<file path="src/usib_pkg.sv">
// shared constants, types and helpers of the uart status and baud block
package usib_pkg;
    localparam logic [31:0] ADDR_DATA = 32'hffff0700;
    localparam logic [31:0] ADDR_IEN = 32'hffff0704;
    localparam logic [31:0] ADDR_IID = 32'hffff0708;
    localparam logic [31:0] ADDR_FMT = 32'hffff070c;
    localparam logic [31:0] ADDR_LSR = 32'hffff0714;
    localparam logic [31:0] ADDR_MSR = 32'hffff0718;
    localparam logic [31:0] ADDR_IDIV = 32'hffff0720;
    localparam logic [31:0] ADDR_FDIV = 32'hffff072c;
    localparam logic [7:0] LSR_RST = 8'h60;
    localparam logic [7:0] IID_RST = 8'h01;
    localparam logic [3:0] IEN_RST = 4'h0;
    localparam logic [15:0] FDIV_RST = 16'h0000;
    localparam logic [15:0] IDIV_RST = 16'h0001;
    localparam logic [15:0] FDIV_MASK = 16'h9fff;
    localparam int LSR_TX_ALL_EMPTY = 6;
    localparam int LSR_TX_HOLDING_EMPTY = 5;
    localparam int LSR_BI = 4;
    localparam int LSR_FE = 3;
    localparam int LSR_PE = 2;
    localparam int LSR_OE = 1;
    localparam int LSR_DR = 0;
    localparam int MSR_CTS = 4;
    localparam int MSR_CTS_CHANGED = 0;
    localparam int IEN_MODEM = 3;
    localparam int IEN_LINE = 2;
    localparam int IEN_TX = 1;
    localparam int IEN_RX = 0;
    localparam int FDIV_EN = 15;
    localparam int FBM_LO = 11;
    localparam int FBN_HI = 10;
    localparam logic [1:0] IID_LINE = 2'h3;
    localparam logic [1:0] IID_RXF = 2'h2;
    localparam logic [1:0] IID_TXE = 2'h1;
    localparam logic [1:0] IID_MODEM = 2'h0;
    localparam logic [2:0] FBM_ZERO_M = 3'h4;
    localparam logic [13:0] FRAC_ONE = 14'h0800;
    localparam logic [3:0] OVS_LAST = 4'hf;
    localparam logic [3:0] OVS_MID = 4'h7;
    localparam logic [7:0] BRK_TICKS = 8'hc0;
    localparam logic [1:0] RESP_OKAY = 2'h0;
    localparam logic [1:0] RESP_SLVERR = 2'h2;

    typedef struct packed {
        logic [1:0] wlen;
        logic stop2;
        logic par_en;
        logic par_even;
    } usib_fmt_t;

    typedef struct packed {
        logic done;
        logic [7:0] data;
        logic perr;
        logic ferr;
        logic brk;
    } usib_rx_evt_t;

    function automatic logic [7:0] usib_mask(input logic [1:0] wlen);
        usib_mask = 8'hff >> (2'h3 - wlen);
    endfunction

    // parity bit that goes with the masked data under the given format
    function automatic logic usib_par(input logic [7:0] d, input usib_fmt_t f);
        usib_par = (^(d & usib_mask(f.wlen))) ^ ~f.par_even;
    endfunction
endpackage

</file>
<file path="src/usib_baud.sv">
// oversample tick generator, integer or fractional divisor
`timescale 1ns/1ps
module usib_baud
    import usib_pkg::*;
(
    input wire logic clk_i, // system clock
    input wire logic rst_i, // sync reset
    input wire logic [15:0] idiv_i, // integer divisor
    input wire logic frac_en_i, // fractional mode
    input wire logic [1:0] fbm_i, // multiplier field
    input wire logic [10:0] fbn_i, // numerator field
    output logic tick_o // 16x oversample pulse
);
    logic [31:0] acc_ff;
    logic [31:0] nxt_acc;
    logic tick_ff;
    wire [2:0] mult = (fbm_i == 2'h0) ? FBM_ZERO_M : {1'b0, fbm_i};
    wire [13:0] scale = frac_en_i ? {mult, fbn_i} : FRAC_ONE; // see R15
    wire [15:0] div = (idiv_i == 16'h0) ? 16'h1 : idiv_i;
    // bit time = 32*D*(M+N/2048) clocks, 16 ticks per bit
    wire [31:0] thresh = {1'b0, div * {16'h0, scale}, 1'b0};
    wire [31:0] sum = acc_ff + {18'h0, FRAC_ONE};
    wire hit = sum >= thresh;

    assign nxt_acc = hit ? sum - thresh : sum;
    assign tick_o = tick_ff;

    always_ff @(posedge clk_i) begin
        if (rst_i) begin
            acc_ff <= 32'h0;
            tick_ff <= 1'b0;
        end else begin
            acc_ff <= nxt_acc;
            tick_ff <= hit;
        end
    end
endmodule // usib_baud

</file>
<file path="src/usib_rx.sv">
// serial receiver: framing, parity and break detection
`timescale 1ns/1ps
module usib_rx
    import usib_pkg::*;
(
    input wire logic clk_i, // system clock
    input wire logic rst_i, // sync reset
    input wire logic tick_i, // 16x oversample pulse
    input wire logic rxd_i, // synchronised serial input
    input wire usib_fmt_t fmt_i, // frame format
    output usib_rx_evt_t evt_o // one-cycle receive events
);
    typedef enum logic [2:0] {S_IDLE, S_START, S_DATA, S_PAR, S_STOP} usib_rxst_t;
    usib_rxst_t st_ff;
    logic [3:0] sub_ff;
    logic [2:0] idx_ff;
    logic [7:0] sh_ff;
    logic perr_ff;
    logic [7:0] low_ff;
    usib_rx_evt_t evt_ff;
    wire mid = tick_i && sub_ff == OVS_LAST;

    assign evt_o = evt_ff;

    always_ff @(posedge clk_i) begin
        if (rst_i) begin
            st_ff <= S_IDLE;
            sub_ff <= 4'h0;
            idx_ff <= 3'h0;
            sh_ff <= 8'h0;
            perr_ff <= 1'b0;
            low_ff <= 8'h0;
            evt_ff <= '0;
        end else begin
            evt_ff <= '0;
            if (tick_i)
                sub_ff <= sub_ff + 4'h1;
            // line held low past a whole longest frame
            if (rxd_i)
                low_ff <= 8'h0;
            else if (tick_i && low_ff <= BRK_TICKS)
                low_ff <= low_ff + 8'h1;
            if (tick_i && low_ff == BRK_TICKS)
                evt_ff.brk <= 1'b1;
            unique case (st_ff)
                S_IDLE: begin
                    sub_ff <= 4'h0;
                    if (!rxd_i && low_ff == 8'h0)
                        st_ff <= S_START;
                end
                S_START: if (tick_i && sub_ff == OVS_MID) begin
                    sub_ff <= 4'h0;
                    idx_ff <= 3'h0;
                    perr_ff <= 1'b0;
                    st_ff <= rxd_i ? S_IDLE : S_DATA;
                end
                S_DATA: if (mid) begin
                    sh_ff <= {rxd_i, sh_ff[7:1]};
                    idx_ff <= idx_ff + 3'h1;
                    if (idx_ff == {1'b0, fmt_i.wlen} + 3'h4)
                        st_ff <= fmt_i.par_en ? S_PAR : S_STOP;
                end
                S_PAR: if (mid) begin
                    perr_ff <= rxd_i != usib_par(sh_ff >> (2'h3 - fmt_i.wlen), fmt_i);
                    st_ff <= S_STOP;
                end
                S_STOP: if (mid) begin
                    // only the first stop bit is checked
                    evt_ff.done <= 1'b1;
                    evt_ff.data <= (sh_ff >> (2'h3 - fmt_i.wlen)) & usib_mask(fmt_i.wlen);
                    evt_ff.perr <= perr_ff;
                    evt_ff.ferr <= !rxd_i; // see R4
                    st_ff <= S_IDLE;
                end
            endcase
        end
    end
endmodule // usib_rx

</file>
<file path="src/usib_uart_status.sv">
// uart status, interrupt identification and baud control with axi4-lite slave
// Functional notes
// tx_all_empty set when holding and shifter idle
// tx_holding_empty set once holding register emptied
// break_detected set on overlong low receive line
// framing_error set on bad stop bit
// parity_error set on wrong received parity
// overrun set when unread data is overwritten
// rx_data_available set on receive, read clears
// line status read-only, resets to 0x60
// modem status shows cts, delta cleared on read
// modem enable raises irq on cts or delta
// line enable raises irq on overrun/parity/framing
// tx enable raises irq while holding empty
// rx enable raises irq when receive buffer full
// source register reports highest pending, read clears tx
// frac_baud_enable selects fractional generator
// frac_multiplier zero means multiplier four
// frac_numerator is eleven-bit fraction over 2048
// receiver checks the first stop bit only
// baud is clock/(32*D*(M+N/2048))
// single irq high while any enabled source pends
//
// Local design decision: the AXI4-Lite slave port.
`timescale 1ns/1ps
module usib_uart_status
    import usib_pkg::*;
(
    input wire logic clk_i, // system clock
    input wire logic rst_i, // sync reset, active high
    input wire logic [31:0] s_axi_awaddr_i, // write address
    input wire logic s_axi_awvalid_i, // write address valid
    output logic s_axi_awready_o, // write address ready
    input wire logic [31:0] s_axi_wdata_i, // write data
    input wire logic [3:0] s_axi_wstrb_i, // write byte strobes
    input wire logic s_axi_wvalid_i, // write data valid
    output logic s_axi_wready_o, // write data ready
    output logic [1:0] s_axi_bresp_o, // write response
    output logic s_axi_bvalid_o, // write response valid
    input wire logic s_axi_bready_i, // write response ready
    input wire logic [31:0] s_axi_araddr_i, // read address
    input wire logic s_axi_arvalid_i, // read address valid
    output logic s_axi_arready_o, // read address ready
    output logic [31:0] s_axi_rdata_o, // read data
    output logic [1:0] s_axi_rresp_o, // read response
    output logic s_axi_rvalid_o, // read data valid
    input wire logic s_axi_rready_i, // read data ready
    input wire logic rxd_i, // serial receive pin
    input wire logic cts_i, // clear-to-send pin
    output logic txd_o, // serial transmit pin
    output logic irq_o // uart interrupt request
);
    function automatic logic hit(input logic [31:0] a, input logic [31:0] base);
        hit = a[31:2] == base[31:2];
    endfunction

    function automatic logic [15:0] merge(input logic [15:0] old, input logic [31:0] d,
                                          input logic [3:0] s);
        merge = {s[1] ? d[15:8] : old[15:8], s[0] ? d[7:0] : old[7:0]};
    endfunction

    // start bit, data lsb first, optional parity, then ones for stop bits
    function automatic logic [11:0] frame(input logic [7:0] d, input usib_fmt_t f);
        logic [11:0] v;
        logic [3:0] n;
        v = 12'hffe;
        n = {2'h0, f.wlen} + 4'h5;
        for (int i = 0; i < 8; i++) begin
            if (4'(i) < n)
                v[i+1] = d[i];
        end
        if (f.par_en)
            v[n+4'h1] = usib_par(d, f);
        frame = v;
    endfunction

    // bus side registers
    logic aw_held_ff;
    logic w_held_ff;
    logic [31:0] awaddr_ff;
    logic [31:0] wdata_ff;
    logic [3:0] wstrb_ff;
    logic awready_ff;
    logic wready_ff;
    logic bvalid_ff;
    logic [1:0] bresp_ff;
    logic arready_ff;
    logic rvalid_ff;
    logic [31:0] rdata_ff;
    logic [1:0] rresp_ff;

    // software controls
    logic [3:0] ien_ff;
    logic [15:0] fdiv_ff;
    logic [15:0] idiv_ff;
    usib_fmt_t fmt_ff;

    // transmit path
    logic [7:0] thr_ff;
    logic tx_holding_empty_ff;
    logic tx_busy_ff;
    logic [11:0] tx_sh_ff;
    logic [3:0] tx_left_ff;
    logic [3:0] tx_sub_ff;
    logic txd_ff;
    logic tx_pend_ff;

    // receive and modem state
    logic [7:0] rx_data_ff;
    logic dr_ff;
    logic oe_ff;
    logic pe_ff;
    logic fe_ff;
    logic bi_ff;
    logic rxd_s1_ff;
    logic rxd_s2_ff;
    logic cts_s1_ff;
    logic cts_s2_ff;
    logic cts_prev_ff;
    logic cts_changed_ff;
    logic irq_ff;

    logic tick;
    usib_rx_evt_t rx_evt;

    usib_baud u_baud (
        .clk_i(clk_i),
        .rst_i(rst_i),
        .idiv_i(idiv_ff),
        .frac_en_i(fdiv_ff[FDIV_EN]),
        .fbm_i(fdiv_ff[FBM_LO+1:FBM_LO]),
        .fbn_i(fdiv_ff[FBN_HI:0]),
        .tick_o(tick)
    );

    usib_rx u_rx (
        .clk_i(clk_i),
        .rst_i(rst_i),
        .tick_i(tick),
        .rxd_i(rxd_s2_ff),
        .fmt_i(fmt_ff),
        .evt_o(rx_evt)
    );

    // bus decode
    wire aw_take = s_axi_awvalid_i & awready_ff;
    wire w_take = s_axi_wvalid_i & wready_ff;
    wire wr_do = aw_held_ff & w_held_ff & !bvalid_ff;
    wire ar_take = s_axi_arvalid_i & arready_ff;
    wire wr_ien = wr_do & hit(awaddr_ff, ADDR_IEN);
    wire wr_fmt = wr_do & hit(awaddr_ff, ADDR_FMT);
    wire wr_idiv = wr_do & hit(awaddr_ff, ADDR_IDIV);
    wire wr_fdiv = wr_do & hit(awaddr_ff, ADDR_FDIV);
    wire wr_thr = wr_do & hit(awaddr_ff, ADDR_DATA) & wstrb_ff[0];
    wire wr_ok = hit(awaddr_ff, ADDR_IEN) | hit(awaddr_ff, ADDR_FMT) |
                 hit(awaddr_ff, ADDR_IDIV) | hit(awaddr_ff, ADDR_FDIV) |
                 hit(awaddr_ff, ADDR_DATA);
    wire rd_rx = ar_take & hit(s_axi_araddr_i, ADDR_DATA);
    wire rd_lsr = ar_take & hit(s_axi_araddr_i, ADDR_LSR);
    wire rd_msr = ar_take & hit(s_axi_araddr_i, ADDR_MSR);
    wire rd_iid = ar_take & hit(s_axi_araddr_i, ADDR_IID);

    // status words
    wire tx_all_empty = tx_holding_empty_ff & !tx_busy_ff;
    wire [7:0] lsr = {1'b0, tx_all_empty, tx_holding_empty_ff, bi_ff, fe_ff, pe_ff, oe_ff, dr_ff};
    wire [7:0] msr = {3'h0, cts_s2_ff, 3'h0, cts_changed_ff};

    // pending sources and identification
    wire line_p = ien_ff[IEN_LINE] & (oe_ff | pe_ff | fe_ff);
    wire rx_p = ien_ff[IEN_RX] & dr_ff;
    wire tx_p = ien_ff[IEN_TX] & tx_holding_empty_ff & tx_pend_ff;
    wire mdm_p = ien_ff[IEN_MODEM] & (cts_s2_ff | cts_changed_ff);
    wire any_p = line_p | rx_p | tx_p | mdm_p;
    wire [1:0] iid_src = line_p ? IID_LINE : rx_p ? IID_RXF : tx_p ? IID_TXE : IID_MODEM;
    wire [7:0] iid = any_p ? {5'h0, iid_src, 1'b0} : IID_RST;
    wire iid_tx = !line_p & !rx_p & tx_p;

    wire rd_ok = hit(s_axi_araddr_i, ADDR_DATA) | hit(s_axi_araddr_i, ADDR_IEN) |
                 hit(s_axi_araddr_i, ADDR_IID) | hit(s_axi_araddr_i, ADDR_FMT) |
                 hit(s_axi_araddr_i, ADDR_LSR) | hit(s_axi_araddr_i, ADDR_MSR) |
                 hit(s_axi_araddr_i, ADDR_IDIV) | hit(s_axi_araddr_i, ADDR_FDIV);
    wire [31:0] rd_word =
        hit(s_axi_araddr_i, ADDR_DATA) ? {24'h0, rx_data_ff} :
        hit(s_axi_araddr_i, ADDR_IEN) ? {28'h0, ien_ff} :
        hit(s_axi_araddr_i, ADDR_IID) ? {24'h0, iid} :
        hit(s_axi_araddr_i, ADDR_FMT) ? {27'h0, fmt_ff} :
        hit(s_axi_araddr_i, ADDR_LSR) ? {24'h0, lsr} :
        hit(s_axi_araddr_i, ADDR_MSR) ? {24'h0, msr} :
        hit(s_axi_araddr_i, ADDR_IDIV) ? {16'h0, idiv_ff} :
        hit(s_axi_araddr_i, ADDR_FDIV) ? {16'h0, fdiv_ff} : 32'h0;

    // bus handshake next state
    wire nxt_aw_held = (aw_held_ff | aw_take) & !wr_do;
    wire nxt_w_held = (w_held_ff | w_take) & !wr_do;
    wire nxt_bvalid = wr_do | (bvalid_ff & !s_axi_bready_i);
    wire nxt_rvalid = ar_take | (rvalid_ff & !s_axi_rready_i);

    // transmitter next state
    wire tx_load = !tx_busy_ff & !tx_holding_empty_ff;
    wire tx_bit_end = tx_busy_ff & tick & (tx_sub_ff == OVS_LAST);
    wire [3:0] tx_len = {2'h0, fmt_ff.wlen} + 4'h7 + {3'h0, fmt_ff.par_en} +
                        {3'h0, fmt_ff.stop2};
    wire nxt_busy = tx_load | (tx_busy_ff & !(tx_bit_end & tx_left_ff == 4'h1));
    wire [11:0] nxt_sh = tx_load ? frame(thr_ff, fmt_ff) :
                         tx_bit_end ? {1'b1, tx_sh_ff[11:1]} : tx_sh_ff;
    // a write fills the holding reg, so it wins over the load
    wire nxt_tx_holding_empty = !wr_thr & (tx_holding_empty_ff | tx_load);
    wire cts_edge = cts_s2_ff != cts_prev_ff;

    assign s_axi_awready_o = awready_ff;
    assign s_axi_wready_o = wready_ff;
    assign s_axi_bvalid_o = bvalid_ff;
    assign s_axi_bresp_o = bresp_ff;
    assign s_axi_arready_o = arready_ff;
    assign s_axi_rvalid_o = rvalid_ff;
    assign s_axi_rdata_o = rdata_ff;
    assign s_axi_rresp_o = rresp_ff;
    assign txd_o = txd_ff;
    assign irq_o = irq_ff;

    always_ff @(posedge clk_i) begin
        if (rst_i) begin
            aw_held_ff <= 1'b0;
            w_held_ff <= 1'b0;
            awaddr_ff <= 32'h0;
            wdata_ff <= 32'h0;
            wstrb_ff <= 4'h0;
            awready_ff <= 1'b0;
            wready_ff <= 1'b0;
            bvalid_ff <= 1'b0;
            bresp_ff <= RESP_OKAY;
            arready_ff <= 1'b0;
            rvalid_ff <= 1'b0;
            rdata_ff <= 32'h0;
            rresp_ff <= RESP_OKAY;
        end else begin
            aw_held_ff <= nxt_aw_held;
            w_held_ff <= nxt_w_held;
            awready_ff <= !nxt_aw_held & !nxt_bvalid;
            wready_ff <= !nxt_w_held & !nxt_bvalid;
            bvalid_ff <= nxt_bvalid;
            arready_ff <= !nxt_rvalid;
            rvalid_ff <= nxt_rvalid;
            if (aw_take)
                awaddr_ff <= s_axi_awaddr_i;
            if (w_take) begin
                wdata_ff <= s_axi_wdata_i;
                wstrb_ff <= s_axi_wstrb_i;
            end
            if (wr_do)
                bresp_ff <= wr_ok ? RESP_OKAY : RESP_SLVERR;
            if (ar_take) begin
                rdata_ff <= rd_word;
                rresp_ff <= rd_ok ? RESP_OKAY : RESP_SLVERR;
            end
        end
    end

    always_ff @(posedge clk_i) begin
        if (rst_i) begin
            ien_ff <= IEN_RST;
            fdiv_ff <= FDIV_RST;
            idiv_ff <= IDIV_RST;
            fmt_ff <= '0;
            thr_ff <= 8'h0;
        end else begin
            if (wr_ien & wstrb_ff[0])
                ien_ff <= wdata_ff[3:0];
            if (wr_fmt & wstrb_ff[0])
                fmt_ff <= wdata_ff[4:0];
            if (wr_idiv)
                idiv_ff <= merge(idiv_ff, wdata_ff, wstrb_ff);
            if (wr_fdiv)
                fdiv_ff <= merge(fdiv_ff, wdata_ff, wstrb_ff) & FDIV_MASK;
            if (wr_thr)
                thr_ff <= wdata_ff[7:0];
        end
    end

    always_ff @(posedge clk_i) begin
        if (rst_i) begin
            tx_holding_empty_ff <= 1'b1;
            tx_busy_ff <= 1'b0;
            tx_sh_ff <= 12'hfff;
            tx_left_ff <= 4'h0;
            tx_sub_ff <= 4'h0;
            txd_ff <= 1'b1;
            tx_pend_ff <= 1'b1;
        end else begin
            tx_holding_empty_ff <= nxt_tx_holding_empty;
            tx_busy_ff <= nxt_busy;
            tx_sh_ff <= nxt_sh;
            txd_ff <= nxt_busy ? nxt_sh[0] : 1'b1;
            if (tx_load) begin
                tx_left_ff <= tx_len;
                tx_sub_ff <= 4'h0;
            end else if (tx_busy_ff & tick) begin
                tx_sub_ff <= tx_sub_ff + 4'h1;
                if (tx_bit_end)
                    tx_left_ff <= tx_left_ff - 4'h1;
            end
            // the empty event sets pending even in the cycle it would be cleared
            if (!tx_holding_empty_ff & nxt_tx_holding_empty)
                tx_pend_ff <= 1'b1;
            else if (wr_thr | (rd_iid & iid_tx))
                tx_pend_ff <= 1'b0;
        end
    end

    always_ff @(posedge clk_i) begin
        if (rst_i) begin
            rx_data_ff <= 8'h0;
            dr_ff <= 1'b0;
            oe_ff <= 1'b0;
            pe_ff <= 1'b0;
            fe_ff <= 1'b0;
            bi_ff <= 1'b0;
            rxd_s1_ff <= 1'b1;
            rxd_s2_ff <= 1'b1;
            cts_s1_ff <= 1'b0;
            cts_s2_ff <= 1'b0;
            cts_prev_ff <= 1'b0;
            cts_changed_ff <= 1'b0;
            irq_ff <= 1'b0;
        end else begin
            rxd_s1_ff <= rxd_i;
            rxd_s2_ff <= rxd_s1_ff;
            cts_s1_ff <= cts_i;
            cts_s2_ff <= cts_s1_ff;
            cts_prev_ff <= cts_s2_ff;
            if (rx_evt.done)
                rx_data_ff <= rx_evt.data;
            dr_ff <= rx_evt.done | (dr_ff & !rd_rx);
            // status errors clear on a status read; a new event wins
            oe_ff <= (rx_evt.done & dr_ff & !rd_rx) | (oe_ff & !rd_lsr);
            pe_ff <= (rx_evt.done & rx_evt.perr) | (pe_ff & !rd_lsr);
            fe_ff <= (rx_evt.done & rx_evt.ferr) | (fe_ff & !rd_lsr);
            bi_ff <= rx_evt.brk | (bi_ff & !rd_lsr);
            cts_changed_ff <= cts_edge | (cts_changed_ff & !rd_msr);
            irq_ff <= any_p;
        end
    end
endmodule // usib_uart_status

</file>
<file path="config.mk">
export PLATFORM = sky130hd
export DESIGN_NAME = usib_uart_status
export DESIGN_NICKNAME = d
export VERILOG_FILES = /design/src/usib_pkg.sv /design/src/usib_baud.sv /design/src/usib_rx.sv /design/src/usib_uart_status.sv
export SDC_FILE = /design/constraint.sdc
export NUM_CORES = 1
export LEC_CHECK = 0
export BUFFER_PORTS_ARGS = -buffer_cell sky130_fd_sc_hd__buf_2
export CORE_UTILIZATION = 65
export CTS_CLUSTER_DIAMETER = 60
export DETAILED_ROUTE_END_ITERATION = 8
export PLACE_DENSITY = 0.82
export SYNTH_ARGS = -nofsm -noshare
export SYNTH_HDL_FRONTEND = slang
export SYNTH_SLANG_ARGS = --single-unit
</file>
<file path="constraint.sdc">
create_clock -name clk_i -period 18.5 [get_ports clk_i]
set_input_delay 0.925 -clock clk_i [delete_from_list [all_inputs] [get_ports clk_i]]
set_output_delay 0.925 -clock clk_i [all_outputs]
set_load 0.01 [all_outputs]
</file>
==> results.sh, run 1 <==
export IMPL_critPathSlowestCell="buf_4"
export IMPL_fmax_ghz=0.102
export IMPL_cts_path_max_buffers=3
export IMPL_p_int_mw=1.14
export IMPL_num_io_pins=152
export IMPL_worstMarginPinSlew_ns=0.933
export IMPL_crit_fanout=108
export IMPL_rows=62
export IMPL_synth_most_common_cell="nand2_1"
export IMPL_final_fill_count=2212
export IMPL_hold_path_depth=1
export IMPL_finalInstanceArea_um2=20800
export IMPL_postPlaceCellArea_um2=19900
export IMPL_p_leak_nw=9.79
export IMPL_grt_overflow_total=0
export IMPL_grt_pass1_vias=16000
export IMPL_firstDrtPassIters=6
export IMPL_seq_power_share_pct=33.3
export IMPL_drc=0
export IMPL_max_stage_delay_ns=0.66
export IMPL_status="finished, final reports clean"
export IMPL_gp_congestion=0.888
export IMPL_die_w_um=174
export IMPL_drive_above_1_share_pct=8.92
export IMPL_postCtsSetupBuffers=0
export IMPL_clock_latency_ns=0.55
export IMPL_vdd_ir_drop_max_mv=0.0829
export IMPL_combPwrFrac_pct=33.5
export IMPL_cts_resized=0
export IMPL_yosysSeqAreaShare_pct=24.4
export IMPL_setup_tns_ns=0
export IMPL_drt_iter0_drc=1372
export IMPL_synth_area_um2=19300
export IMPL_synth_area_leaders="dfxtp_1, fa_1, ha_1, nand2_1, mux2i_1"
export IMPL_p_per_area_nw_per_um2=82.0
export IMPL_cp_end_kind="flip-flop"
export IMPL_cts_buffers=26
export IMPL_reg2reg_to="u_baud.acc_ff[28]$_SDFF_PP0_"
export IMPL_cp_start_kind="flip-flop"
export IMPL_synth_common_cells="nand2_1, dfxtp_1, nor2_1, inv_1, fa_1"
export IMPL_async_flop_share_pct=0
export IMPL_start_util_pct=66.7
export IMPL_ctsHtreeMaxLevel=1
export IMPL_num_vias=16300
export IMPL_die_h_um=174
export IMPL_netSwitchingPower_mw=0.573
export IMPL_ys_flop_type="dfxtp_1"
export IMPL_cap_violations=0
export IMPL_antenna_found_initial=2
export IMPL_syn_avg_cell_area_um2=8.54
export IMPL_multi_input_area_um2=13300
export IMPL_io_buffers=111
export IMPL_clkPwrFrac_pct=33.2
export IMPL_drv_slew=0
export IMPL_fin_nets=2702
export IMPL_wl_per_cell_um=17.4
export IMPL_relSlewSlack_pct=37.8
export IMPL_place_hpwl_um=33900
export IMPL_holdCritPathClass="reg -> reg"
export IMPL_grt_pass1_wl_um=77700
export IMPL_crit_type="reg -> reg"
export IMPL_core_area_um2=28900
export IMPL_grt_usage_pct=31.0
export IMPL_r2r_slack_ns=8.73
export IMPL_r2r_cells=31
export IMPL_crit_start="fdiv_ff[15]$_SDFFE_PP0P_"
export IMPL_vias_per_cell=6.03
export IMPL_root_buffer="clkbuf_16"
export IMPL_drt_antenna_violating_nets=0
export IMPL_worstPathArrival_ns=10.25
export IMPL_ctsHoldBuffers=0
export IMPL_yosysTopAreaCell="dfxtp_1"
export IMPL_cts_tree="done"
export IMPL_seq_area_um2=4710
export IMPL_hp_start="rxd_s1_ff$_SDFF_PP1_"
export IMPL_post_route_period_util_pct=52.8
export IMPL_whs_endpoint="rxd_s2_ff$_SDFF_PP1_"
export IMPL_yosysWarnings=0
export IMPL_min_period_ns=9.77
export IMPL_cp_common_cell="fa_1"
export IMPL_synthToLayoutAreaGrowth_pct=7.92
export IMPL_synth_edf_count=0
export IMPL_syn_inst=2261
export IMPL_required_ns=18.98
export IMPL_setup_viol=0
export IMPL_ys_seq_elements=235
export IMPL_reg2reg_from="fdiv_ff[15]$_SDFFE_PP0P_"
export IMPL_clkTransAtPathRegs_ns=0.06
export IMPL_wl_um=46800
export IMPL_cts_sinks=235
export IMPL_clock_skew_ns=0.0116
export IMPL_grt_setup_unrepaired="no"
export IMPL_grt_max_degree=109
export IMPL_swShare_pct=33.5
export IMPL_die_area_um2=30400
export IMPL_yosys_cell_types_count=87
export IMPL_synth_top_area_share_pct=24.4
export IMPL_finalHoldViolCount=0
final cells by class:
class | count | share of cell area (%)
Clock inverter | 15 | 1.11
Timing Repair Buffer | 127 | 3.27
Sequential cell | 235 | 22.6
Inverter | 182 | 3.28
Tap cell | 384 | 2.31
Multi-Input combinational cell | 1718 | 64.0
Clock buffer | 32 | 3.42
Antenna cell | 2 | 0.0240
layout by cell type (no fill, tap or decap), types with 6 or more instances in the layout:
cell	netlist	layout
and2_1	31	31
xnor2_1	60	60
buf_4	20	16
nand2b_1	22	22
clkbuf_16	0	26
nor2_1	205	205
o21ai_0	55	55
fa_1	167	167
or3_1	11	11
or2_2	7	7
a41oi_1	6	6
mux2i_1	91	91
nand3b_1	6	6
inv_1	180	180
nor3_1	32	32
nor2b_1	27	27
ha_1	136	136
buf_2	6	110
nor4_1	11	11
a22oi_1	17	17
nand3_1	47	47
conb_1	1	18
a221oi_1	13	13
a21oi_1	125	125
o21a_1	10	10
xor2_1	39	39
a21o_1	34	34
dfxtp_1	235	234
nand4_1	29	29
and3_1	104	104
a211oi_1	21	21
a22o_1	6	6
o21bai_1	7	7
nand2_1	283	283
cells by family after synthesis:
kind of cell | Yosys count | share of synthesized area, %
compound gates | 351 | 11.7
xor+xnor | 99 | 4.49
fa+ha+maj | 303 | 26.1
buf+inv | 325 | 6.93
flops | 235 | 24.4
mux | 95 | 5.01
other cells | 1 | 0.0194
simple gates | 852 | 21.3
metal layers:
metal / wire length (µm) / vias up / global-route usage (%) / share of wire (%)
met2: 21800 / 613 / 49.8 / 46
met4: 1350 / 2 / 10.5 / 2.9
li1: - / 7666 / - / -
met3: 3550 / 117 / 6.06 / 7.6
met1: 20100 / 7855 / 41.7 / 43
met5: 10 / - / 0 / 0.021
worst max-delay path: cells and delay by family (launching register included):
kind	cells	cell delay [ns]
AND/OR/NAND/NOR	8	2.07
buffers and inverters	5	1.26
AO/OA/AOI/OAI	9	1.83
adder cells (fa/ha/maj)	8	3.87
XOR/XNOR	1	0.15
flip-flops	1	0.40
flip-flops by register name (all words and copies together) (netlist names), 5 cells and up:
name           cells
u_rx.low_ff        8
u_rx.sh_ff         8
awaddr_ff         30
fdiv_ff           14
u_rx.evt_o        12
thr_ff             8
fmt_ff             5
u_baud.acc_ff     31
idiv_ff           16
tx_sh_ff          12
rx_data_ff         8
s_axi_rdata_o     16
wdata_ff          16
metrics by stage:
step	hold slack (ns)	setup slack [ns]	total power, mW	utilization (%)	cells
3_3_place_gp	0.395	9.13	1.13	68.7	2646
3_5_place_dp	0.402	8.91	1.14	68.7	2646
6_report	0.426	8.73	1.71	72.0	2695
5_1_grt	0.427	8.12	1.80	72.0	2694
2_1_floorplan	0.389	10.39	1.04	-	2278
4_1_cts	0.423	8.90	1.71	72.0	2693
power by group through the flow:
stage	sequential [mW]	clock, mW	combinational [mW]
finish	0.570	0.567	0.571
global route	0.574	0.594	0.630
CTS	0.569	0.572	0.565
detailed placement	0.579	0	0.560
global placement	0.578	0	0.548
floorplan	0.570	0	0.473
how the worst max path moves through the flow:
stage                                           endpoint  slack [ns]
after floorplan           u_baud.acc_ff[10]$_SDFFE_PP0P_       10.39
after global placement      u_baud.acc_ff[28]$_SDFF_PP0_        9.13
after detailed placement    u_baud.acc_ff[21]$_SDFF_PP0_        8.91
after CTS                   u_baud.acc_ff[28]$_SDFF_PP0_        8.90
after global routing        u_baud.acc_ff[28]$_SDFF_PP0_        8.12
final                       u_baud.acc_ff[28]$_SDFF_PP0_        8.73
Power figures use the tool's default switching activity.
==> run 2, diff against run 1 <==
--- a/config.mk
+++ b/config.mk
@@ -6,10 +6,10 @@
 export NUM_CORES = 1
 export LEC_CHECK = 0
 export BUFFER_PORTS_ARGS = -buffer_cell sky130_fd_sc_hd__buf_2
-export CORE_UTILIZATION = 65
+export CORE_UTILIZATION = 62
 export CTS_CLUSTER_DIAMETER = 60
 export DETAILED_ROUTE_END_ITERATION = 8
-export PLACE_DENSITY = 0.82
+export PLACE_DENSITY = 0.79
 export SYNTH_ARGS = -nofsm -noshare
 export SYNTH_HDL_FRONTEND = slang
 export SYNTH_SLANG_ARGS = --single-unit
==> constraint.sdc (replaced) <==
create_clock -name clk_i -period 9.8 [get_ports clk_i]
set_input_delay 0.49 -clock clk_i [delete_from_list [all_inputs] [get_ports clk_i]]
set_output_delay 0.49 -clock clk_i [all_outputs]
set_load 0.01 [all_outputs]
==> results.sh, run 2 (synthesis results as in run 1) <==
export IMPL_worstMarginPinSlew_ns=0.947
export IMPL_clkTransAtPathRegs_ns=0.06
export IMPL_final_common_cell="nand2_1"
export IMPL_ctsHtreeMaxLevel=1
export IMPL_cts_path_max_buffers=3
export IMPL_cp_start_kind="flip-flop"
export IMPL_max_stage_delay_ns=0.55
export IMPL_required_ns=10.22
export IMPL_largest_reg_flops=31
export IMPL_grt_setup_unrepaired="no"
export IMPL_place_hpwl_um=34100
export IMPL_min_period_ns=9.08
export IMPL_cp_common_cell="fa_1"
export IMPL_root_buffer="clkbuf_16"
export IMPL_pre_cts_ws_ns=0.838
export IMPL_grt_usage_pct=29.2
export IMPL_fmax_ghz=0.110
export IMPL_drc=0
export IMPL_clock_latency_ns=0.55
export IMPL_rows=64
export IMPL_fin_nets=2718
export IMPL_die_w_um=178
export IMPL_grt_overflow_total=0
export IMPL_wl_um=45900
export IMPL_n_antenna_cell=0
export IMPL_ctsHoldBuffers=0
export IMPL_crit_fanout=22
export IMPL_holdCritPathClass="in -> reg"
export IMPL_p_per_area_nw_per_um2=151
export IMPL_io_buffers=111
export IMPL_finalInstanceArea_um2=20900
export IMPL_synthToLayoutAreaGrowth_pct=8.13
export IMPL_start_util_pct=63.1
export IMPL_drt_antenna_violating_nets=0
export IMPL_grt_pass1_vias=15300
export IMPL_finalHoldViolCount=0
export IMPL_largestRegisters="u_baud.acc_ff x31, awaddr_ff x30"
export IMPL_num_vias=16200
export IMPL_final_cell_mix="nand2_1, dfxtp_1, nor2_1, inv_1, fa_1"
export IMPL_drive_above_1_share_pct=9.38
export IMPL_clock_skew_ns=0.00758
export IMPL_antenna_found_initial=1
export IMPL_firstDrtPassIters=7
export IMPL_cts_tree="done"
export IMPL_num_io_pins=152
export IMPL_relSlewSlack_pct=36.9
export IMPL_die_h_um=178
export IMPL_r2r_cells=33
export IMPL_drv_slew=0
export IMPL_post_route_period_util_pct=92.6
export IMPL_gp_congestion=0.909
export IMPL_vdd_ir_drop_max_mv=0.155
export IMPL_cap_violations=0
export IMPL_postCtsSetupBuffers=0
export IMPL_critPathSlowestCell="fa_1"
export IMPL_setup_viol=0
export IMPL_die_area_um2=31900
export IMPL_p_leak_nw=9.83
export IMPL_postPlaceCellArea_um2=20000
export IMPL_reg2reg_to="u_baud.acc_ff[4]$_SDFFE_PP0P_"
export IMPL_status="finished, final reports clean"
export IMPL_worstPathArrival_ns=9.50
export IMPL_cts_sinks=235
export IMPL_vias_per_cell=5.95
export IMPL_cts_buffers=26
export IMPL_cp_end_kind="flip-flop"
export IMPL_r2r_slack_ns=0.72
export IMPL_grt_max_degree=89
export IMPL_drt_iter0_drc=1274
export IMPL_reg2reg_from="idiv_ff[10]$_SDFFE_PP0P_"
export IMPL_crit_type="reg -> reg"
export IMPL_cts_resized=0
export IMPL_core_area_um2=30600
export IMPL_grt_pass1_wl_um=75200
export IMPL_setup_tns_ns=0
export IMPL_endpoint="u_baud.acc_ff[4]$_SDFFE_PP0P_"
export IMPL_crit_start="idiv_ff[10]$_SDFFE_PP0P_"
export IMPL_regMostFlops="u_baud.acc_ff"
export IMPL_wl_per_cell_um=16.9
export IMPL_fin_ws_ns=0.724
## run 2: area by class of cell
cell class / instances / area (µm²)
multi-input combinational: 1718 / 13300
tap: 396 / 495
sequential: 235 / 4710
timing repair buffer: 143 / 815
clock inverter: 13 / 145
inverter: 182 / 683
clock buffer: 33 / 697
fill: 2457 / 9710
## run 2: where the power goes
| part | internal [mW] | switching [mW] | leakage, nW |
|---|---|---|---|
| logic | 0.488 | 0.614 | 7.51 |
| registers | 1.02 | 0.0573 | 1.91 |
| clock network | 0.559 | 0.415 | 0.410 |
## run 2: metrics by stage
stage,util (%),instances,hold WS [ns],power (mW)
2_1_floorplan,-,2278,0.389,1.97
3_3_place_gp,65.5,2674,0.397,2.15
3_5_place_dp,65.5,2674,0.404,2.18
4_1_cts,68.3,2720,0.120,3.15
5_1_grt,68.3,2720,0.133,3.33
6_report,68.3,2720,0.127,3.15
## run 2: critical path: cells and delay by family, from the launching register on
kind,cells,cell delay [ns]
and+or+nand+nor,8,1.61
xor gates and xnor gates,1,0.14
DFF,1,0.30
AOI/OAI and AO/OA,9,1.88
muxes,1,0.23
buffers and inverters,6,0.81
adders and majority gates,8,3.94
## run 2: routing by layer
layer / routed length (µm) / GRT usage, % / up-vias
li1: - / - / 7685
met2: 21300 / 46.9 / 552
met4: 1130 / 7.38 / 2
met1: 20200 / 41.0 / 7860
met3: 3210 / 4.50 / 83
met5: 13 / 0 / -
## run 2: worst min path at each step
| stage | startpoint | endpoint | slack (ns) | cells after the start |
|---|---|---|---|---|
| global route | rxd_i | rxd_s1_ff$_SDFF_PP1_ | 0.13 | 2 |
| global placement | rxd_s1_ff$_SDFF_PP1_ | rxd_s2_ff$_SDFF_PP1_ | 0.40 | 1 |
| detailed placement | rxd_s1_ff$_SDFF_PP1_ | rxd_s2_ff$_SDFF_PP1_ | 0.40 | 1 |
| finish | rxd_i | rxd_s1_ff$_SDFF_PP1_ | 0.13 | 2 |
| CTS | rxd_i | rxd_s1_ff$_SDFF_PP1_ | 0.12 | 2 |
| floorplan | rxd_s1_ff$_SDFF_PP1_ | rxd_s2_ff$_SDFF_PP1_ | 0.39 | 1 |
